[config.mk]
export PLATFORM = sky130hd
export DESIGN_NAME = vgs_regs
export DESIGN_NICKNAME = d
export VERILOG_FILES = /design/src/vgs_pkg.sv /design/src/vgs_regs.sv
export SDC_FILE = /design/constraint.sdc
export NUM_CORES = 1
export LEC_CHECK = 0
export ABC_AREA = 1
export BUFFER_PORTS_ARGS = -buffer_cell sky130_fd_sc_hd__buf_2
export CORE_ASPECT_RATIO = 1.1
export CORE_UTILIZATION = 47
export CTS_CLUSTER_DIAMETER = 30
export CTS_CLUSTER_SIZE = 16
export DETAILED_ROUTE_END_ITERATION = 6
export MAX_ROUTING_LAYER = met4
export PLACE_DENSITY = 0.87
export SYNTH_ARGS = -nofsm -noshare
export SYNTH_HDL_FRONTEND = slang
export SYNTH_SLANG_ARGS = --single-unit
[constraint.sdc]
create_clock -name clk_sys_i -period 2.8 [get_ports clk_sys_i]
set_input_delay 0.42 -clock clk_sys_i [delete_from_list [all_inputs] [get_ports clk_sys_i]]
set_output_delay 0.42 -clock clk_sys_i [all_outputs]
set_load 0.02 [all_outputs]
[src/vgs_pkg.sv]
/*
  package for the general status and configuration register bank:
  port addresses, field positions, reset values and bus structs.
  assumes a 16-bit vga i/o address space with byte-wide data.
*/
package vgs_pkg;
  // i/o port addresses
  localparam logic [15:0] VGS_FC_WR_MONO_A  = 16'h03ba;
  localparam logic [15:0] VGS_FC_WR_COL_A   = 16'h03da;
  localparam logic [15:0] VGS_MO_WR_A       = 16'h03c2;
  localparam logic [15:0] VGS_BASE_RD_A     = 16'h03c3;
  localparam logic [15:0] VGS_FC_RD_A       = 16'h03ca;
  localparam logic [15:0] VGS_MO_RD_A       = 16'h03cc;
  // misc output field positions
  localparam int VGS_MO_COLOUR_B = 0;
  localparam int VGS_MO_RAM_EN_B = 1;
  localparam int VGS_MO_CLK_LO_B = 2;
  localparam int VGS_MO_PAGE_B   = 5;
  localparam int VGS_MO_HPOL_B   = 6;
  localparam int VGS_MO_VPOL_B   = 7;
  // feature select and status field positions
  localparam int VGS_FC_VSEL_B   = 3;
  localparam int VGS_S0_SENSE_B  = 4;
  localparam int VGS_S0_IRQ_B    = 7;
  localparam int VGS_S1_DOFF_B   = 0;
  localparam int VGS_S1_VRT_B    = 3;
  localparam int VGS_S1_PIX_LO_B = 4;
  // reset values
  localparam logic [7:0] VGS_MO_RST   = 8'h00;
  localparam logic [7:0] VGS_FC_RST   = 8'h00;
  localparam logic [7:0] VGS_RD_IDLE  = 8'h00;
  // writable bit masks: bit 4 of misc and all but bit 3 of feature reserved
  localparam logic [7:0] VGS_MO_MASK  = 8'hef;
  localparam logic [7:0] VGS_FC_MASK  = 8'h08;
  // pixel clock codes
  localparam logic [1:0] VGS_CLK_640  = 2'h0;
  localparam logic [1:0] VGS_CLK_720  = 2'h1;

  // host i/o request
  typedef struct packed {
    logic        rd;
    logic        wr;
    logic [15:0] addr;
    logic [7:0]  wdata;
  } vgs_io_req_t;

  // decoded configuration outputs
  typedef struct packed {
    logic       colour_addressing_select;
    logic       vram_access_en;
    logic [1:0] pixel_clock_choice;
    logic       clock_reserved;
    logic       aperture_page_even;
    logic       hsync_active_low;
    logic       vsync_active_low;
    logic       vsync_or_de;
  } vgs_cfg_t;

  // whole module state
  typedef struct packed {
    logic [7:0] mo;
    logic [7:0] fc;
    logic [7:0] rdata;
    logic       rvalid;
    logic       vsync;
    logic       hsync;
    logic       page_odd;
  } vgs_state_t;
endpackage : vgs_pkg

[src/vgs_regs.sv]
/*
  general status and configuration register bank of a vga-compatible
  display controller. host reaches it with single-cycle byte i/o strobes.
  assumes raw syncs, display enable, retrace irq, dac compare and attribute
  pixel outputs arrive synchronous to clk_sys_i.
*/
`timescale 1ns/10ps
`default_nettype none

module vgs_regs (
  input  wire logic                 clk_sys_i,
  input  wire logic                 arst_n_i,
  input  wire vgs_pkg::vgs_io_req_t io_req_i,
  input  wire logic                 vsync_raw_i,
  input  wire logic                 hsync_raw_i,
  input  wire logic                 vdisp_en_i,
  input  wire logic                 display_off_flag_i,
  input  wire logic                 retrace_active_flag_i,
  input  wire logic                 retrace_irq_pending_i,
  input  wire logic                 dac_compare_result_i,
  input  wire logic [7:0]           attr_pixel_i,
  input  wire logic [1:0]           attribute_diag_select_i,
  input  wire logic [7:0]           io_aperture_base_mirror_i,
  input  wire logic                 graphics_chain_i,
  input  wire logic                 sequencer_chain_i,
  input  wire logic                 odd_even_mode_i,
  output logic [7:0]                io_rdata_o,
  output logic                      io_rvalid_o,
  output logic [7:0]                mo_q_o,
  output logic                      vram_access_en_o,
  output logic                      colour_addressing_select_o,
  output logic [1:0]                pixel_clock_choice_o,
  output logic                      page_odd_o,
  output logic                      hsync_o,
  output logic                      vsync_o
);
  import vgs_pkg::*;

  vgs_state_t s_r;      // all state
  vgs_state_t s_nxt;    // next state
  logic       colour;   // current address family
  logic       fc_hit;   // feature/status1 port hit in active family
  logic [1:0] pix_sel;  // attribute pair picked for readback
  logic [7:0] st0;      // input status zero image
  logic [7:0] st1;      // input status one image
  logic       vs_int;   // vsync before polarity

  assign colour = s_r.mo[VGS_MO_COLOUR_B];

  // only the family named by the addressing bit answers at 3?a
  always_comb begin
    fc_hit = colour ? (io_req_i.addr == VGS_FC_WR_COL_A)
                    : (io_req_i.addr == VGS_FC_WR_MONO_A);
  end

  // attribute pixel pair selection
  always_comb begin
    unique case (attribute_diag_select_i)
      2'h0:    pix_sel = {attr_pixel_i[2], attr_pixel_i[0]};
      2'h1:    pix_sel = {attr_pixel_i[5], attr_pixel_i[4]};
      2'h2:    pix_sel = {attr_pixel_i[3], attr_pixel_i[1]};
      default: pix_sel = {attr_pixel_i[7], attr_pixel_i[6]};
    endcase
  end

  // status images; reserved bits read zero
  always_comb begin
    st0 = VGS_RD_IDLE;
    st0[VGS_S0_SENSE_B] = dac_compare_result_i;
    st0[VGS_S0_IRQ_B]   = retrace_irq_pending_i;
    st1 = VGS_RD_IDLE;
    st1[VGS_S1_DOFF_B]  = display_off_flag_i;
    st1[VGS_S1_VRT_B]   = retrace_active_flag_i;
    st1[VGS_S1_PIX_LO_B +: 2] = pix_sel;
  end

  // sync select: or in display enable when feature bit set
  assign vs_int = s_r.fc[VGS_FC_VSEL_B] ? (vsync_raw_i | vdisp_en_i)
                                        : vsync_raw_i;

  // next-state logic
  always_comb begin
    s_nxt = s_r;
    s_nxt.rvalid = 1'b0;
    // write decode
    if (io_req_i.wr) begin
      if (io_req_i.addr == VGS_MO_WR_A) begin
        s_nxt.mo = io_req_i.wdata & VGS_MO_MASK;
      end
      if (fc_hit) begin
        s_nxt.fc = io_req_i.wdata & VGS_FC_MASK;
      end
    end
    // read decode; unmapped reads answer zero
    if (io_req_i.rd) begin
      s_nxt.rvalid = 1'b1;
      s_nxt.rdata  = VGS_RD_IDLE;
      if (io_req_i.addr == VGS_MO_RD_A) begin
        s_nxt.rdata = s_r.mo;
      end else if (io_req_i.addr == VGS_MO_WR_A) begin
        s_nxt.rdata = st0;
      end else if (io_req_i.addr == VGS_BASE_RD_A) begin
        s_nxt.rdata = io_aperture_base_mirror_i;
      end else if (io_req_i.addr == VGS_FC_RD_A) begin
        s_nxt.rdata = s_r.fc;
      end else if (fc_hit) begin
        s_nxt.rdata = st1;
      end
    end
    // sync polarity: set bit inverts to active low
    s_nxt.hsync = hsync_raw_i ^ s_r.mo[VGS_MO_HPOL_B];
    s_nxt.vsync = vs_int ^ s_r.mo[VGS_MO_VPOL_B];
    // page bit only counts in plain odd/even, not chain modes
    s_nxt.page_odd = odd_even_mode_i & ~graphics_chain_i &
                     ~sequencer_chain_i &
                     ~s_r.mo[VGS_MO_PAGE_B];
  end

  // state register
  always_ff @(posedge clk_sys_i or negedge arst_n_i) begin
    if (!arst_n_i) begin
      s_r <= '{mo: VGS_MO_RST, fc: VGS_FC_RST, rdata: VGS_RD_IDLE,
               rvalid: 1'b0, vsync: 1'b0, hsync: 1'b0, page_odd: 1'b0};
    end else begin
      s_r <= s_nxt;
    end
  end

  // outputs straight from the state flops
  assign io_rdata_o                 = s_r.rdata;
  assign io_rvalid_o                = s_r.rvalid;
  assign mo_q_o                     = s_r.mo;
  assign vram_access_en_o           = s_r.mo[VGS_MO_RAM_EN_B];
  assign colour_addressing_select_o = s_r.mo[VGS_MO_COLOUR_B];
  assign pixel_clock_choice_o       = s_r.mo[VGS_MO_CLK_LO_B +: 2];
  assign page_odd_o                 = s_r.page_odd;
  assign hsync_o                    = s_r.hsync;
  assign vsync_o                    = s_r.vsync;
endmodule : vgs_regs

`default_nettype wire

# == Word-level counts from Yosys, hierarchy flattened ==
# Index checks and enable logic that the tools add are counted.
# op_classes
add_sub_neg,0
mul,0
div,0
order_cmp,0
n_eq_ne,8
shift,0
mux,9
bitwise,9
reduce_logical,3
# ops
cell,count
16-bit by 10-bit == test with 1-bit output (second input constant),6
8-bit 2-to-1 mux,3
6-bit 2-to-1 mux,2
2-bit one-hot mux with 3 select lines,1
2-bit AND reduction,2
1-bit bitwise AND,3
1-bit 2-to-1 mux,3
1-bit NOT,3
2-bit by 1-bit == test with 1-bit output (second input constant),1
2-bit == test (second input constant),1
2-bit logical NOT,1
1-bit bitwise XOR,2
1-bit bitwise OR,1
# totals
regBits,20
latch_bits,0
ramBits,0
romBits,0
in_bits,56
output_inout_bits,24
n_memories,0

# == Logic depth before layout (Yosys ltp) ==
# logic_depth
word_depth,7
mapped_depth,10
depth_no_buf,10

# == Worst setup path after synthesis ==
# Ideal clock, no wire load.
# synth_timing
kind,input to register
start,in io_req_i[21] (netlist name)
end,"reg s_r, in the netlist mo_q_o[0]"
t_arrival_ns,1.312
t_required_ns,2.675
setup_slack_ns,1.363
stages,5
n_path_buf,0
cell_sequence,nor2_1 nand2_1 nor2_4 nand4_4 mux2_4
# synth_between
elab_chain_len,2
# synth_rtl
item,line,text
start: declaration,vgs_regs.sv:13,"input wire vgs_pkg::vgs_io_req_t io_req_i,"
16-bit by 10-bit == test with 1-bit output,vgs_regs.sv:87,if (io_req_i.addr == VGS_MO_WR_A) begin
2-bit AND reduction (no line),n/a,
end signal: assignment,vgs_regs.sv:122,"s_r <= '{mo: VGS_MO_RST, fc: VGS_FC_RST, rdata: VGS_RD_IDLE,"
end signal: assignment,vgs_regs.sv:125,s_r <= s_nxt;
end: declaration,vgs_regs.sv:39,vgs_state_t s_r;
# No other way between the ends.
# A chain may end at the register's enable or synchronous reset.

# == Final worst setup path ==
# layout_timing
start,in io_req_i[19] (netlist name)
end,"reg s_r, in the netlist mo_q_o[7]"
# Same word-level chain as after synthesis.

==> flow_metrics.tcl <==
set metrics [dict create \
    status "finished, final reports clean" \
    numPlacedInstances 270 \
    fin_skew_ns 0.00412 \
    power_density_nw_per_um2 318 \
    clk_path_buf_depth 2 \
    die_width_um 53.7 \
    hold_buffers 0 \
    wl_um 3260 \
    startpoint_type "input port" \
    cts_setup_buffers 0 \
    clkLatencyLatePin_ns 0.29 \
    cts_resized 0 \
    h-tree-depth 1 \
    portBuffers 77 \
    gr-usage-all-layers_pct 21.9 \
    setup_viol 0 \
    slew_viol_final 0 \
    start_util_pct 49.7 \
    avgViaCountPerCell 4.95 \
    cp_max_fo 8 \
    vias 1350 \
    routed.top_layer "met4" \
    overflow 0 \
    rows 20 \
    dp_hpwl_um 2660 \
    design_power_total_mw 0.538 \
    clk_pin_slew_ns 0.10 \
    postRouteAntennaNets 0 \
    arrival_ns 1.61 \
    fin_crit_sh_pct 51.2 \
    synth-warning-count 0 \
    hold_class "input port to asynchronous set/reset pin" \
    wl_per_cell_um 11.9 \
    whs_ns 0.0503 \
    root_buffer "clkbuf_4" \
    rsz0062_at_grt "false" \
    synth_nets 235 \
    finalSetupTns_ns 0 \
    synthCells 179 \
    netlist-cell-type-count 22 \
    grt_max_degree 21 \
    grt_pass1_wl_um 4910 \
    hold_viol 0 \
    drc 0 \
    coreArea_sq_um 2780 \
    wl_met3_um 203 \
    tritoncts "done" \
    ioPinCount 80 \
    wl_met2_um 1660 \
    cts_made_buffers 3 \
    fillers 283 \
    worstSetupPathType "input port to flip-flop" \
    nets 298 \
    max_freq_mhz 698 \
    areaGrowthSynthToFinish_pct 22.5 \
    irDropWorstVdd_uv 377 \
    cp.required_ns 2.98 \
    ys_ff_latch 20 \
    drtIter0Drc 34 \
    dr.pass1.iters 4 \
    syn_area_per_cell_sq_um 7.71 \
    cp-end-kind "flip-flop" \
    instances_no_fill 273 \
    maxCapViolCount 0 \
    p_leak_nw 0.968 \
    cts_sinks 20 \
    synth_area_sq_um 1380 \
    yosysSeqAreaShare_pct 36.3 \
    grt_pass1_vias 1187 \
    drt-met1-wl_um 1340 \
    dieArea_sq_um 3160 \
    drive_gt1_share_pct 39.6 \
    antenna_found_initial 0 \
    insertedDiodeCount 0 \
    gp_congestion 0.859 \
    min_period_ns 1.43 \
    die_h_um 58.8 \
]
==> layout make-up <==
cell class                      instances  area [sq um]  area share, %
Clock buffer                            3          22.5           1.33
Tap cell                               33          41.3           2.44
Inverter                               20          75.1           4.44
Multi-Input combinational cell        120           666           39.4
Timing Repair Buffer                   77           385           22.8
Sequential cell                        20           500           29.6
==> power breakdown <==
| part | total (mW) | internal, mW | switching, mW |
|---|---|---|---|
| Sequential | 0.299 | 0.296 | 0.00270 |
| Combinational | 0.110 | 0.0466 | 0.0634 |
| Clock | 0.129 | 0.0500 | 0.0787 |
==> registers in the layout, summed over array words and instances, names as in the netlist <==
signal / cells
hsync_o: 1
io_rdata_o: 8
vsync_o: 1
mo_q_o: 7
page_odd_o: 1
io_rvalid_o: 1
s_r: 1
==> final timing paths <==
| path | from | end | slack, ns | cells past startpoint |
|---|---|---|---|---|
| hold / removal | arst_n_i | io_rdata_o[0] | 0.05 | 1 |
| setup reg to reg | mo_q_o[0] | s_r[15] | 1.43 | 8 |
| hold reg to reg | io_rdata_o[7] | io_rdata_o[7] | 0.49 | 2 |
| max in group asynchronous | arst_n_i | mo_q_o[7] | 2.44 | 1 |
| min in group clk_sys_i | sequencer_chain_i | page_odd_o | 0.27 | 2 |
| setup / recovery | io_req_i[19] | mo_q_o[7] | 1.37 | 6 |
==> routing by layer <==
layer  up-vias  track usage, %
met5         -               -
met4         0            7.52
met3         6            5.17
met2        53            36.0
met1       596            25.8
li1        695               -
==> cell usage in the layout (no fill, tap or decap), drive strengths merged, types with 3 or more instances in the layout <==
cell	count
a21oi	3
a31oi	3
buf	77
clkbuf	3
dfrtp	20
inv	20
mux2	6
nand2	37
nand3	19
nand4	11
nor2	25
nor3	3
o21ai	8
==> through the flow <==
step                area, sq um  worst slack [ns]  utilization, %
floorplan                  1380              1.36               -
global placement           1670              1.08            60.0
detailed placement         1670              1.04            60.0
CTS                        1690              1.36            60.9
global route               1690              1.21            60.9
finish                     1690              1.37            60.9
==> critical path, cell delays in order <==
cell     delay [ns]
buf_2          0.11
nor2_2         0.14
nand2_2        0.08
nor2_4         0.24
nand4_4        0.25
mux2_4         0.36
==> logic make-up after synthesis <==
logic type	after synthesis	synth area share (%)
other	1	0.272
xor gates and xnor gates	2	1.27
buffers and inverters	39	15.5
and+or+nand+nor	97	34.8
muxes	6	6.53
DFF	20	36.3
AOI/OAI and AO/OA	14	5.35
==> cells in the mapped netlist <==
cell	number	area, sq um
xor2_1	1	8.76
nor2_4	2	22.5
inv_1	20	75.1
nor2_2	3	18.8
nor2_1	20	75.1
dfrtp_1	20	500
nand3b_1	2	15.0
a31oi_1	3	18.8
nand4_1	10	62.6
nor3_1	2	10.0
mux2_4	6	90.1
nor3_4	1	16.3
nand3_1	19	95.1
nand2_1	35	131
xnor2_1	1	8.76
conb_1	1	3.75
nand2_2	2	12.5
a21oi_1	3	15.0
nand4_4	1	21.3
o21ai_0	8	40.0
buf_4	18	135
clkbuf_1	1	3.75
Power figures use the tool's default switching activity.
